--- config.mk ---
export PLATFORM = sky130hd
export DESIGN_NAME = mrr_top
export DESIGN_NICKNAME = d
export VERILOG_FILES = /design/src/mrr_pkg.sv /design/src/mrr_top.sv
export SDC_FILE = /design/constraint.sdc
export NUM_CORES = 1
export LEC_CHECK = 0
export BUFFER_PORTS_ARGS = -buffer_cell sky130_fd_sc_hd__buf_4
export CORE_MARGIN = 1.5
export CORE_UTILIZATION = 55
export DETAILED_ROUTE_END_ITERATION = 12
export PLACE_DENSITY_LB_ADDON = 0.05
export SETUP_SLACK_MARGIN = 0.1
export SYNTH_ARGS = -nofsm -noshare
export SYNTH_HDL_FRONTEND = slang
export SYNTH_SLANG_ARGS = --single-unit
--- constraint.sdc ---
create_clock -name pclk -period 9.5 [get_ports pclk]
set_input_delay 1.9 -clock pclk [delete_from_list [all_inputs] [get_ports pclk]]
set_output_delay 1.9 -clock pclk [all_outputs]
set_load 0.03 [all_outputs]
--- src/mrr_pkg.sv ---
// Package for the mains reconnection release block: register map, field positions,
// reset values, unit states and timing constants.
// Assumes a 200 MHz APB clock and one settle-timer tick per millisecond.

package mrr_pkg;

    // ------------------------------------------------------------------
    // Sizes
    // ------------------------------------------------------------------
    localparam int UNITS      = 2;       // Independent reconnect units.
    localparam int DEC_TRIGS  = 6;       // Decoupling function triggers per unit.
    localparam int AUX_TRIGS  = 3;       // Digital input, logic equation, supervisory link.
    localparam int MEAS_W     = 16;      // Width of a measured value.
    localparam int PIN_W      = 12;      // Pins per unit: 6 + 3 + permit + block + feedback.

    // ------------------------------------------------------------------
    // Timing
    // ------------------------------------------------------------------
    localparam int CLK_MHZ    = 200;     // Clock rate in MHz.
    localparam int TICK_US    = 1000;    // Settle timer resolution in microseconds.
    localparam int TICK_CYC   = TICK_US * CLK_MHZ;

    // ------------------------------------------------------------------
    // Register map, byte addresses within one unit, and unit stride
    // ------------------------------------------------------------------
    localparam logic [11:0] UNIT_STRIDE = 12'h020;
    localparam logic [4:0]  OFS_CTRL    = 5'h00;
    localparam logic [4:0]  OFS_VLO     = 5'h04;
    localparam logic [4:0]  OFS_VHI     = 5'h08;
    localparam logic [4:0]  OFS_FLO     = 5'h0c;
    localparam logic [4:0]  OFS_FHI     = 5'h10;
    localparam logic [4:0]  OFS_SETTLE  = 5'h14;
    localparam logic [4:0]  OFS_STATUS  = 5'h18;

    // Control register fields.
    localparam int CTRL_TRIG_LSB = 0;    // 6-bit decoupling trigger enable mask.
    localparam int CTRL_AUX_LSB  = 6;    // 3-bit auxiliary trigger enable mask.
    localparam int CTRL_COND_LSB = 9;    // 2-bit permit source select.
    localparam int CTRL_AVG_BIT  = 11;   // Use averaged voltages.
    localparam int CTRL_FB_BIT   = 12;   // Reconnected feedback assigned.
    localparam int CTRL_W        = 13;

    // Permit source select encodings.
    localparam logic [1:0] COND_INTERNAL = 2'h0;
    localparam logic [1:0] COND_PCC      = 2'h1;
    localparam logic [1:0] COND_BOTH     = 2'h2;

    // Reset values.
    localparam logic [CTRL_W-1:0] CTRL_RST   = 13'h0000;
    localparam logic [MEAS_W-1:0] VLO_RST    = 16'h0000;
    localparam logic [MEAS_W-1:0] VHI_RST    = 16'hffff;
    localparam logic [MEAS_W-1:0] FLO_RST    = 16'h0000;
    localparam logic [MEAS_W-1:0] FHI_RST    = 16'hffff;
    localparam logic [MEAS_W-1:0] SETTLE_RST = 16'h0000;

    // Unit states, Gray coded along idle, settle, released, reconnected.
    typedef enum logic [1:0] {
        MRR_IDLE     = 2'b00,
        MRR_SETTLE   = 2'b01,
        MRR_RELEASED = 2'b11,
        MRR_RECONN   = 2'b10
    } mrr_state_t;

endpackage : mrr_pkg

--- src/mrr_top.sv ---
// Mains reconnection release: two reconnect units behind an APB register file.
// Trigger, permit, block and feedback pins come from outside the clock domain;
// the measured voltages and frequency come from logic on pclk.
//
// Function
// Two reconnect units run side by side, each with its own settings.
// Each unit takes six decoupling triggers plus digital, logic and link triggers.
// With the internal source selected, only the measured voltage check counts.
// With the coupling-point source selected, only the external permit counts.
// With the combined source selected, both the check and the permit are needed.
// The internal check passes only while every line voltage is inside its window.
// With averaging selected, the check uses the one-minute average voltages.
// Release comes only after voltage and frequency stay good for the settle time.
// Any excursion clears the settle timer, which restarts from zero on return.
// Release needs no trigger, a good check, any needed permit and elapsed settle.
// An asserted block input prevents release.
// With feedback assigned, release drops once feedback shows reconnection.
// Outside logic should latch a block on the wide unit on any decoupling trip.
// Outside logic should clear that latch once the narrow unit releases.
// Outside logic may OR both release outputs onto one relay.
// A returning trigger or block drops release at once and clears the timer.
//
// Our own choices: the register addresses and the APB register port.

`timescale 1ns/100ps
`default_nettype none

module mrr_top #(
    parameter int TICK_CYCLES = mrr_pkg::TICK_CYC
) (
    input  wire logic                                  pclk,
    input  wire logic                                  presetn,
    input  wire logic                                  psel,
    input  wire logic                                  penable,
    input  wire logic                                  pwrite,
    input  wire logic [11:0]                           paddr,
    input  wire logic [31:0]                           pwdata,
    output logic      [31:0]                           prdata,
    output logic                                       pready,
    output logic                                       pslverr,
    input  wire logic [mrr_pkg::UNITS*mrr_pkg::DEC_TRIGS-1:0] decouple_trig,
    input  wire logic [mrr_pkg::UNITS*mrr_pkg::AUX_TRIGS-1:0] aux_trig,
    input  wire logic [mrr_pkg::UNITS-1:0]             coupling_point_permit,
    input  wire logic [mrr_pkg::UNITS-1:0]             unit_block,
    input  wire logic [mrr_pkg::UNITS-1:0]             reconnected_fb,
    input  wire logic [mrr_pkg::MEAS_W-1:0]            vll_inst_ab,
    input  wire logic [mrr_pkg::MEAS_W-1:0]            vll_inst_bc,
    input  wire logic [mrr_pkg::MEAS_W-1:0]            vll_inst_ca,
    input  wire logic [mrr_pkg::MEAS_W-1:0]            vll_avg_ab,
    input  wire logic [mrr_pkg::MEAS_W-1:0]            vll_avg_bc,
    input  wire logic [mrr_pkg::MEAS_W-1:0]            vll_avg_ca,
    input  wire logic [mrr_pkg::MEAS_W-1:0]            freq_meas,
    output logic      [mrr_pkg::UNITS-1:0]             reconnect_permit_out
);

    localparam int U  = mrr_pkg::UNITS;
    localparam int D  = mrr_pkg::DEC_TRIGS;
    localparam int A  = mrr_pkg::AUX_TRIGS;
    localparam int MW = mrr_pkg::MEAS_W;
    localparam int PW = mrr_pkg::PIN_W * mrr_pkg::UNITS;

    // ------------------------------------------------------------------
    // Pin synchroniser
    // ------------------------------------------------------------------

    logic [PW-1:0] pin_raw;
    logic [PW-1:0] pin_s1_r;
    logic [PW-1:0] pin_s2_r;
    logic [PW-1:0] pin_s3_r;
    logic [PW-1:0] pin_q_r;

    assign pin_raw = {reconnected_fb, unit_block, coupling_point_permit, aux_trig,
                      decouple_trig};

    // Three stages; a bit only moves once stages two and three agree, which
    // rejects a single-cycle glitch that slips past the first stage.
    always_ff @(posedge pclk or negedge presetn) begin
        if (!presetn) begin
            pin_s1_r <= '0;
            pin_s2_r <= '0;
            pin_s3_r <= '0;
            pin_q_r  <= '0;
        end else begin
            pin_s1_r <= pin_raw;
            pin_s2_r <= pin_s1_r;
            pin_s3_r <= pin_s2_r;
            pin_q_r  <= (pin_s2_r & pin_s3_r) | (pin_q_r & (pin_s2_r ^ pin_s3_r));
        end
    end

    logic [U*D-1:0] dec_q;
    logic [U*A-1:0] aux_q;
    logic [U-1:0]   permit_q;
    logic [U-1:0]   block_q;
    logic [U-1:0]   fb_q;

    assign {fb_q, block_q, permit_q, aux_q, dec_q} = pin_q_r;

    // ------------------------------------------------------------------
    // Millisecond tick for the settle timers
    // ------------------------------------------------------------------

    logic [31:0] tick_cnt_r;
    logic        tick;

    assign tick = (tick_cnt_r == 32'(TICK_CYCLES - 1));

    // One shared divider; both units see the same tick, so a settle time is
    // exact to within one tick of jitter at its start.
    always_ff @(posedge pclk or negedge presetn) begin
        if (!presetn) begin
            tick_cnt_r <= '0;
        end else if (tick) begin
            tick_cnt_r <= '0;
        end else begin
            tick_cnt_r <= tick_cnt_r + 32'h0000_0001;
        end
    end

    // ------------------------------------------------------------------
    // APB access decode
    // ------------------------------------------------------------------

    logic                     wr_en;
    logic [U-1:0]             unit_sel;
    logic [4:0]               reg_ofs;
    logic [mrr_pkg::CTRL_W-1:0] ctrl_r   [U];
    logic [MW-1:0]            vlo_r    [U];
    logic [MW-1:0]            vhi_r    [U];
    logic [MW-1:0]            flo_r    [U];
    logic [MW-1:0]            fhi_r    [U];
    logic [MW-1:0]            settle_r [U];
    logic [MW-1:0]            cnt_r    [U];
    logic [31:0]              status   [U];

    assign pready  = 1'b1;                     // Every access completes in one cycle.
    assign wr_en   = psel && penable && pwrite;
    assign reg_ofs = paddr[4:0];

    // Read mux and error answer; unmapped or unaligned addresses read zero
    // and flag pslverr, and a write there is dropped.
    always_comb begin
        prdata  = 32'h0000_0000;
        pslverr = 1'b0;
        if (paddr[1:0] != 2'b00 || paddr >= 12'(U) * mrr_pkg::UNIT_STRIDE) begin
            pslverr = psel && penable;
        end else if (reg_ofs == mrr_pkg::OFS_CTRL) begin
            prdata = 32'(ctrl_r[paddr[5]]);
        end else if (reg_ofs == mrr_pkg::OFS_VLO) begin
            prdata = 32'(vlo_r[paddr[5]]);
        end else if (reg_ofs == mrr_pkg::OFS_VHI) begin
            prdata = 32'(vhi_r[paddr[5]]);
        end else if (reg_ofs == mrr_pkg::OFS_FLO) begin
            prdata = 32'(flo_r[paddr[5]]);
        end else if (reg_ofs == mrr_pkg::OFS_FHI) begin
            prdata = 32'(fhi_r[paddr[5]]);
        end else if (reg_ofs == mrr_pkg::OFS_SETTLE) begin
            prdata = 32'(settle_r[paddr[5]]);
        end else if (reg_ofs == mrr_pkg::OFS_STATUS) begin
            prdata = status[paddr[5]];
        end else begin
            pslverr = psel && penable;
        end
    end

    // ------------------------------------------------------------------
    // Reconnect units
    // ------------------------------------------------------------------

    for (genvar u = 0; u < U; u++) begin : g_unit
        logic                ok_wr;
        logic [D-1:0]        dec_mask;
        logic [A-1:0]        aux_mask;
        logic [1:0]          cond;
        logic                trig_act;
        logic                hold;
        logic [MW-1:0]       v_ab;
        logic [MW-1:0]       v_bc;
        logic [MW-1:0]       v_ca;
        logic                v_int_ok;
        logic                v_ok;
        logic                f_ok;
        logic                good;
        mrr_pkg::mrr_state_t state_r;
        mrr_pkg::mrr_state_t state_nxt;

        assign unit_sel[u] = (paddr[11:5] == 7'(u));
        assign ok_wr       = wr_en && unit_sel[u] && (paddr[1:0] == 2'b00);

        // Software settings of this unit.
        always_ff @(posedge pclk or negedge presetn) begin
            if (!presetn) begin
                ctrl_r[u]   <= mrr_pkg::CTRL_RST;
                vlo_r[u]    <= mrr_pkg::VLO_RST;
                vhi_r[u]    <= mrr_pkg::VHI_RST;
                flo_r[u]    <= mrr_pkg::FLO_RST;
                fhi_r[u]    <= mrr_pkg::FHI_RST;
                settle_r[u] <= mrr_pkg::SETTLE_RST;
            end else if (ok_wr) begin
                if (reg_ofs == mrr_pkg::OFS_CTRL) begin
                    ctrl_r[u] <= pwdata[mrr_pkg::CTRL_W-1:0];
                end else if (reg_ofs == mrr_pkg::OFS_VLO) begin
                    vlo_r[u] <= pwdata[MW-1:0];
                end else if (reg_ofs == mrr_pkg::OFS_VHI) begin
                    vhi_r[u] <= pwdata[MW-1:0];
                end else if (reg_ofs == mrr_pkg::OFS_FLO) begin
                    flo_r[u] <= pwdata[MW-1:0];
                end else if (reg_ofs == mrr_pkg::OFS_FHI) begin
                    fhi_r[u] <= pwdata[MW-1:0];
                end else if (reg_ofs == mrr_pkg::OFS_SETTLE) begin
                    settle_r[u] <= pwdata[MW-1:0];
                end
            end
        end

        assign dec_mask = ctrl_r[u][mrr_pkg::CTRL_TRIG_LSB +: D];
        assign aux_mask = ctrl_r[u][mrr_pkg::CTRL_AUX_LSB +: A];
        assign cond     = ctrl_r[u][mrr_pkg::CTRL_COND_LSB +: 2];

        // Any enabled trigger, from a decoupling function or an auxiliary source.
        assign trig_act = |(dec_q[u*D +: D] & dec_mask) | |(aux_q[u*A +: A] & aux_mask);
        assign hold     = trig_act || block_q[u];

        // Voltage source: averaged values are steadier but react a minute late.
        assign v_ab = ctrl_r[u][mrr_pkg::CTRL_AVG_BIT] ? vll_avg_ab : vll_inst_ab;
        assign v_bc = ctrl_r[u][mrr_pkg::CTRL_AVG_BIT] ? vll_avg_bc : vll_inst_bc;
        assign v_ca = ctrl_r[u][mrr_pkg::CTRL_AVG_BIT] ? vll_avg_ca : vll_inst_ca;

        // All three line voltages must sit inside the line_voltage_window.
        assign v_int_ok = (v_ab >= vlo_r[u]) && (v_ab <= vhi_r[u]) &&
                          (v_bc >= vlo_r[u]) && (v_bc <= vhi_r[u]) &&
                          (v_ca >= vlo_r[u]) && (v_ca <= vhi_r[u]);
        assign f_ok     = (freq_meas >= flo_r[u]) && (freq_meas <= fhi_r[u]);

        // Permit source select; the unused encoding behaves as internal.
        always_comb begin
            case (cond)
                mrr_pkg::COND_PCC:  v_ok = permit_q[u];
                mrr_pkg::COND_BOTH: v_ok = v_int_ok && permit_q[u];
                default:            v_ok = v_int_ok;
            endcase
        end

        assign good = v_ok && f_ok && !hold;

        // Release sequence.
        always_comb begin
            state_nxt = state_r;
            case (state_r)
                mrr_pkg::MRR_IDLE: begin
                    if (good) begin
                        state_nxt = mrr_pkg::MRR_SETTLE;
                    end
                end
                mrr_pkg::MRR_SETTLE: begin
                    if (!good) begin
                        state_nxt = mrr_pkg::MRR_IDLE;
                    end else if (cnt_r[u] >= settle_r[u]) begin
                        state_nxt = mrr_pkg::MRR_RELEASED;
                    end
                end
                mrr_pkg::MRR_RELEASED: begin
                    if (!good) begin
                        state_nxt = mrr_pkg::MRR_IDLE;
                    end else if (ctrl_r[u][mrr_pkg::CTRL_FB_BIT] && fb_q[u]) begin
                        state_nxt = mrr_pkg::MRR_RECONN;
                    end
                end
                default: begin
                    if (!good || !fb_q[u] || !ctrl_r[u][mrr_pkg::CTRL_FB_BIT]) begin
                        state_nxt = mrr_pkg::MRR_IDLE;
                    end
                end
            endcase
        end

        always_ff @(posedge pclk or negedge presetn) begin
            if (!presetn) begin
                state_r <= mrr_pkg::MRR_IDLE;
            end else begin
                state_r <= state_nxt;
            end
        end

        // Settle timer counts only ticks after entry to settling, so a settle time
        // never runs short by a tick that falls on the entry edge; it saturates.
        always_ff @(posedge pclk or negedge presetn) begin
            if (!presetn) begin
                cnt_r[u] <= '0;
            end else if (state_nxt != mrr_pkg::MRR_SETTLE) begin
                cnt_r[u] <= '0;
            end else if (tick && state_r == mrr_pkg::MRR_SETTLE && cnt_r[u] != {MW{1'b1}}) begin
                cnt_r[u] <= cnt_r[u] + 16'h0001;
            end
        end

        // Release output from its own flop.
        always_ff @(posedge pclk or negedge presetn) begin
            if (!presetn) begin
                reconnect_permit_out[u] <= 1'b0;
            end else begin
                reconnect_permit_out[u] <= (state_nxt == mrr_pkg::MRR_RELEASED);
            end
        end

        assign status[u] = {cnt_r[u], 8'h00, 2'b00, state_r, trig_act, block_q[u],
                            v_ok, f_ok};
    end : g_unit

endmodule : mrr_top

`default_nettype wire

==> qor.txt <==
======================================================================================================
Top cells by count, synth ............................................................... ha_1 (319), dfrtp_1 (288), mux2_2 (216)
Antenna diode count .....................................................................            0
Placement-stage cell area ...............................................................    25200 um2
Layout overhead on the synthesized area .................................................        14.6%
Power per unit of standard cell area ....................................................   134 nW/um2
Clock net sink count ....................................................................          352
CP required .............................................................................      7.60 ns
Setup violations, final .................................................................            0
Beginning of the worst hold path ........................................................ pin_s1_r[21]$_DFF_PN0_
Average via count per standard cell .....................................................         6.22
Number of nets still failing antenna checks after routing ...............................            0
Top-count cell post-synth ...............................................................         ha_1
List of cells traversed by the critical path ............................................ buf_4 > mux2i_1 > ha_1 > nand2b_1 > a2111oi_0 > o32a_1 > a21oi_1 > o32ai_1 > o31a_1 > a211oi_1 > o31a_1 > buf_4
Post-synthesis instance total ...........................................................         2191
Worst hold margin .......................................................................     0.338 ns
Post-Syn Nets ...........................................................................         2695
Clock tree skew after final layout ......................................................    0.0195 ns
Count of flip-flops with a built-in enable after synthesis ..............................            0
Vert. Die Dim ...........................................................................       208 um
Synthesized area per cell ...............................................................     10.6 um2
Critical setup path kind ................................................................    in -> out
Number of hold violations in the final report ...........................................            0
Switching Share .........................................................................        24.6%
Post-route cell area ....................................................................    26600 um2
Die X-Extent ............................................................................       208 um
Final nets ..............................................................................         2872
Largest net degree at the start of global routing .......................................          197
Top-level I/O count .....................................................................          221
GRT Total Usage .........................................................................        34.1%
Ratio of cells with drive above 1 in the final layout ...................................        25.4%
Reported max-cap violation count ........................................................            0
Flops & latches, synth ..................................................................          352
Worst reg-to-reg setup slack ............................................................      4.99 ns
Library cell used as clock root buffer ..................................................    clkbuf_16
TritonCTS clock tree ....................................................................         done
Clock transition at the register clock pins on the worst setup and hold paths after CTS .      0.06 ns
Final period util .......................................................................        74.7%
Clk network pwr share ...................................................................        46.4%
# port buffers ..........................................................................          203
Outcome .................................................................................    completed
Clock tree buffer depth .................................................................            3
Post-route DRC violation count ..........................................................            0
Count of distinct cell types in the synthesized netlist .................................           78
Ys flop type ............................................................................      dfrtp_1
Detailed-routing iteration count for the pre-antenna-repair pass ........................            6
Most area-hungry cell type in the Yosys netlist .........................................      dfrtp_1
Actual transition at the worst max-transition pin .......................................      1.22 ns
Number of buffers added for setup after CTS .............................................            0
Type of the tightest min-delay check ....................................................   reg -> reg
Switching pwr ...........................................................................   0.000871 W
Reg2reg path depth ......................................................................           11
Starting density of the core ............................................................        55.5%
Hold Crit Endpoint ...................................................................... pin_s2_r[21]$_DFF_PN0_
Number of instances on the worst hold path ..............................................            0
Share of flip-flops with an asynchronous set or reset ...................................         100%
Netlist area before placement ...........................................................    23200 um2
Crit-path max FO ........................................................................            5
Via count of the first global-routing pass ..............................................        18300
Post-route total power ..................................................................    0.00355 W
Number of levels in the clock H-tree ....................................................            2
Crit start category ..................................................................... primary input
Stages on worst setup path ..............................................................           12
Total die area ..........................................................................    43400 um2
Capturing element type of the critical path ............................................. primary output
GP Congestion ...........................................................................         1.02
Bufs and invs on worst path .............................................................            2
Peak supply drop ........................................................................       191 uV
Synth Warn # ............................................................................            0
Final Max Tran Viols ....................................................................            0
Total wirelength of the detailed-routed design ..........................................     73400 um
Post-CTS Hold Buffers ...................................................................            0
Final core occ ..........................................................................        63.6%
Combinational fraction of design power ..................................................        10.1%
Post-cts repair resize count ............................................................            0
Total clock buffers created by CTS ......................................................           40
Worst R2R End ........................................................................... cnt_r[29]$_DFFE_PN0P_
Critical path data arrival time .........................................................      5.20 ns
Slowest library cell on the worst path ..................................................    a2111oi_0
Largest incremental delay on the critical path ..........................................      0.58 ns
Top cells by area in the synthesized netlist ............................................ dfrtp_1 (31%), ha_1 (17%), mux2_2 (10%), dfstp_2 (7.3%), mux2i_1 (3.8%)
Final total negative setup slack ........................................................         0 ns
Sequential element share of the synthesized area ........................................        38.4%
Beginning of the worst register-to-register path ........................................ ctrl_r[24]$_DFFE_PN0P_
Crit path max-delay family .............................................................. compound AO/OA/AOI/OAI gates
Wire length of the first global-routing pass ............................................    111000 um
Max Clk Rate ............................................................................    0.141 GHz
Internal power contribution .............................................................    0.00267 W
GRT Residual Overflow ...................................................................            0
Routed via count ........................................................................        18300
Row Count ...............................................................................           75
Routed length per placed instance .......................................................      25.0 um
RSZ-0062 raised after global routing ....................................................        false
Post-detail-place hpwl ..................................................................     57700 um
Max-slew headroom at the worst pin ......................................................        18.4%
Clock latency reported for the late side of the worst-skew pair .........................      0.57 ns
Share of power burned in registers ......................................................        43.6%
Clock period minus worst slack ..........................................................      7.10 ns
Leakage Power ...........................................................................      12.5 nW
Placeable core area .....................................................................    41800 um2
Drt initial violations ..................................................................         1303
Proportion of netlist area held by the largest area contributor .........................        31.1%
Antenna violations before repair ........................................................            0
======================================================================================================
==> cell type report <==
class	instances	area (um2)
multi-input cells	1586	13300
well taps	539	674
clock buffers	57	1170
flip-flops and latches	352	8890
clock inverters	17	234
inverters	172	646
fillers	3403	15200
repair buffers	216	1640
==> cells by family (layout without fill, tap and decap cells) <==
kind of cell	after synthesis	in the layout	share of synthesized area, %
adders and majority gates	319	319	17.2
buffers and inverters	253	462	4.22
DFF	352	352	38.4
muxes	320	320	15.8
and+or+nand+nor	484	484	10.9
xor gates and xnor gates	59	59	2.23
other	1	1	0.0162
AOI/OAI and AO/OA	403	403	11.3
==> power by group through the flow <==
stage / Clock [W] / Combinational (W) / Sequential, W
after floorplan: 0 / 0.000177 / 0.00156
after global placement: 0 / 0.000342 / 0.00157
after detailed placement: 0 / 0.000353 / 0.00157
after CTS: 0.00167 / 0.000355 / 0.00155
after global routing: 0.00173 / 0.000391 / 0.00155
final: 0.00164 / 0.000357 / 0.00154
==> worst max path at each step <==
stage | startpoint | end | slack (ns)
6_report | vll_avg_ab[0] | prdata[1] | 2.40
3_5_place_dp | vll_avg_ab[0] | prdata[1] | 2.49
2_1_floorplan | vll_avg_bc[5] | prdata[1] | 3.27
5_1_grt | vll_avg_ab[0] | prdata[1] | 2.28
3_3_place_gp | vll_avg_ab[0] | prdata[1] | 2.49
4_1_cts | vll_avg_ab[0] | prdata[1] | 2.49
==> per-layer routing <==
layer,track usage (%),vias to the layer above,routed length (um)
li1,-,8364,-
met1,43.2,9018,30300
met2,57.2,703,34800
met3,5.31,182,4450
met4,16.0,0,3850
met5,0,-,0
==> metrics by stage <==
stage / worst slack, ns / std cells
after floorplan: 3.27 / 2191
after global placement: 2.49 / 2865
after detailed placement: 2.49 / 2865
after CTS: 2.49 / 2939
after global routing: 2.28 / 2939
final: 2.40 / 2939
==> state kept, by name, indices dropped and copies added (netlist names) <==
signal and flops:
flo_r 32, vhi_r 32, pin_s2_r 24, ctrl_r 26, pin_s1_r 24, fhi_r 32, cnt_r 32, settle_r 32
g_unit.state_r 4, reconnect_permit_out 2, tick_cnt_r 32, vlo_r 32, pin_q_r 24, pin_s3_r 24
==> worst reg2reg max path: stages, from the launching register on <==
cell and delay, ns:
dfrtp_2 0.34, buf_4 0.52, mux2i_1 0.63, ha_1 0.33, nand2b_1 0.14, a2111oi_0 0.58, o32a_1 0.27, a21oi_1 0.07
o32ai_1 0.22, o31a_1 0.48, nand3b_1 0.66, nor3_1 0.13
==> cell usage in the layout (no fill, tap or decap), drive strengths merged, types with 14 or more instances in the layout <==
master  netlist  layout
and3         14      14
xnor2        21      21
a21o         59      59
nand4        56      56
nor4         14      14
nor2b        20      20
ha          319     319
o21ai       112     112
mux2        216     216
nand3        55      55
xor2         38      38
a21oi        93      93
dfstp        64      64
mux2i        89      89
o211ai       20      20
nor3         55      55
mux4         15      15
dfrtp       288     288
nand2       132     132
a211oi       21      21
inv         172     175
nor2         93      93
buf          31     216
clkbuf       50      57
(Power assumes the default switching activity.)
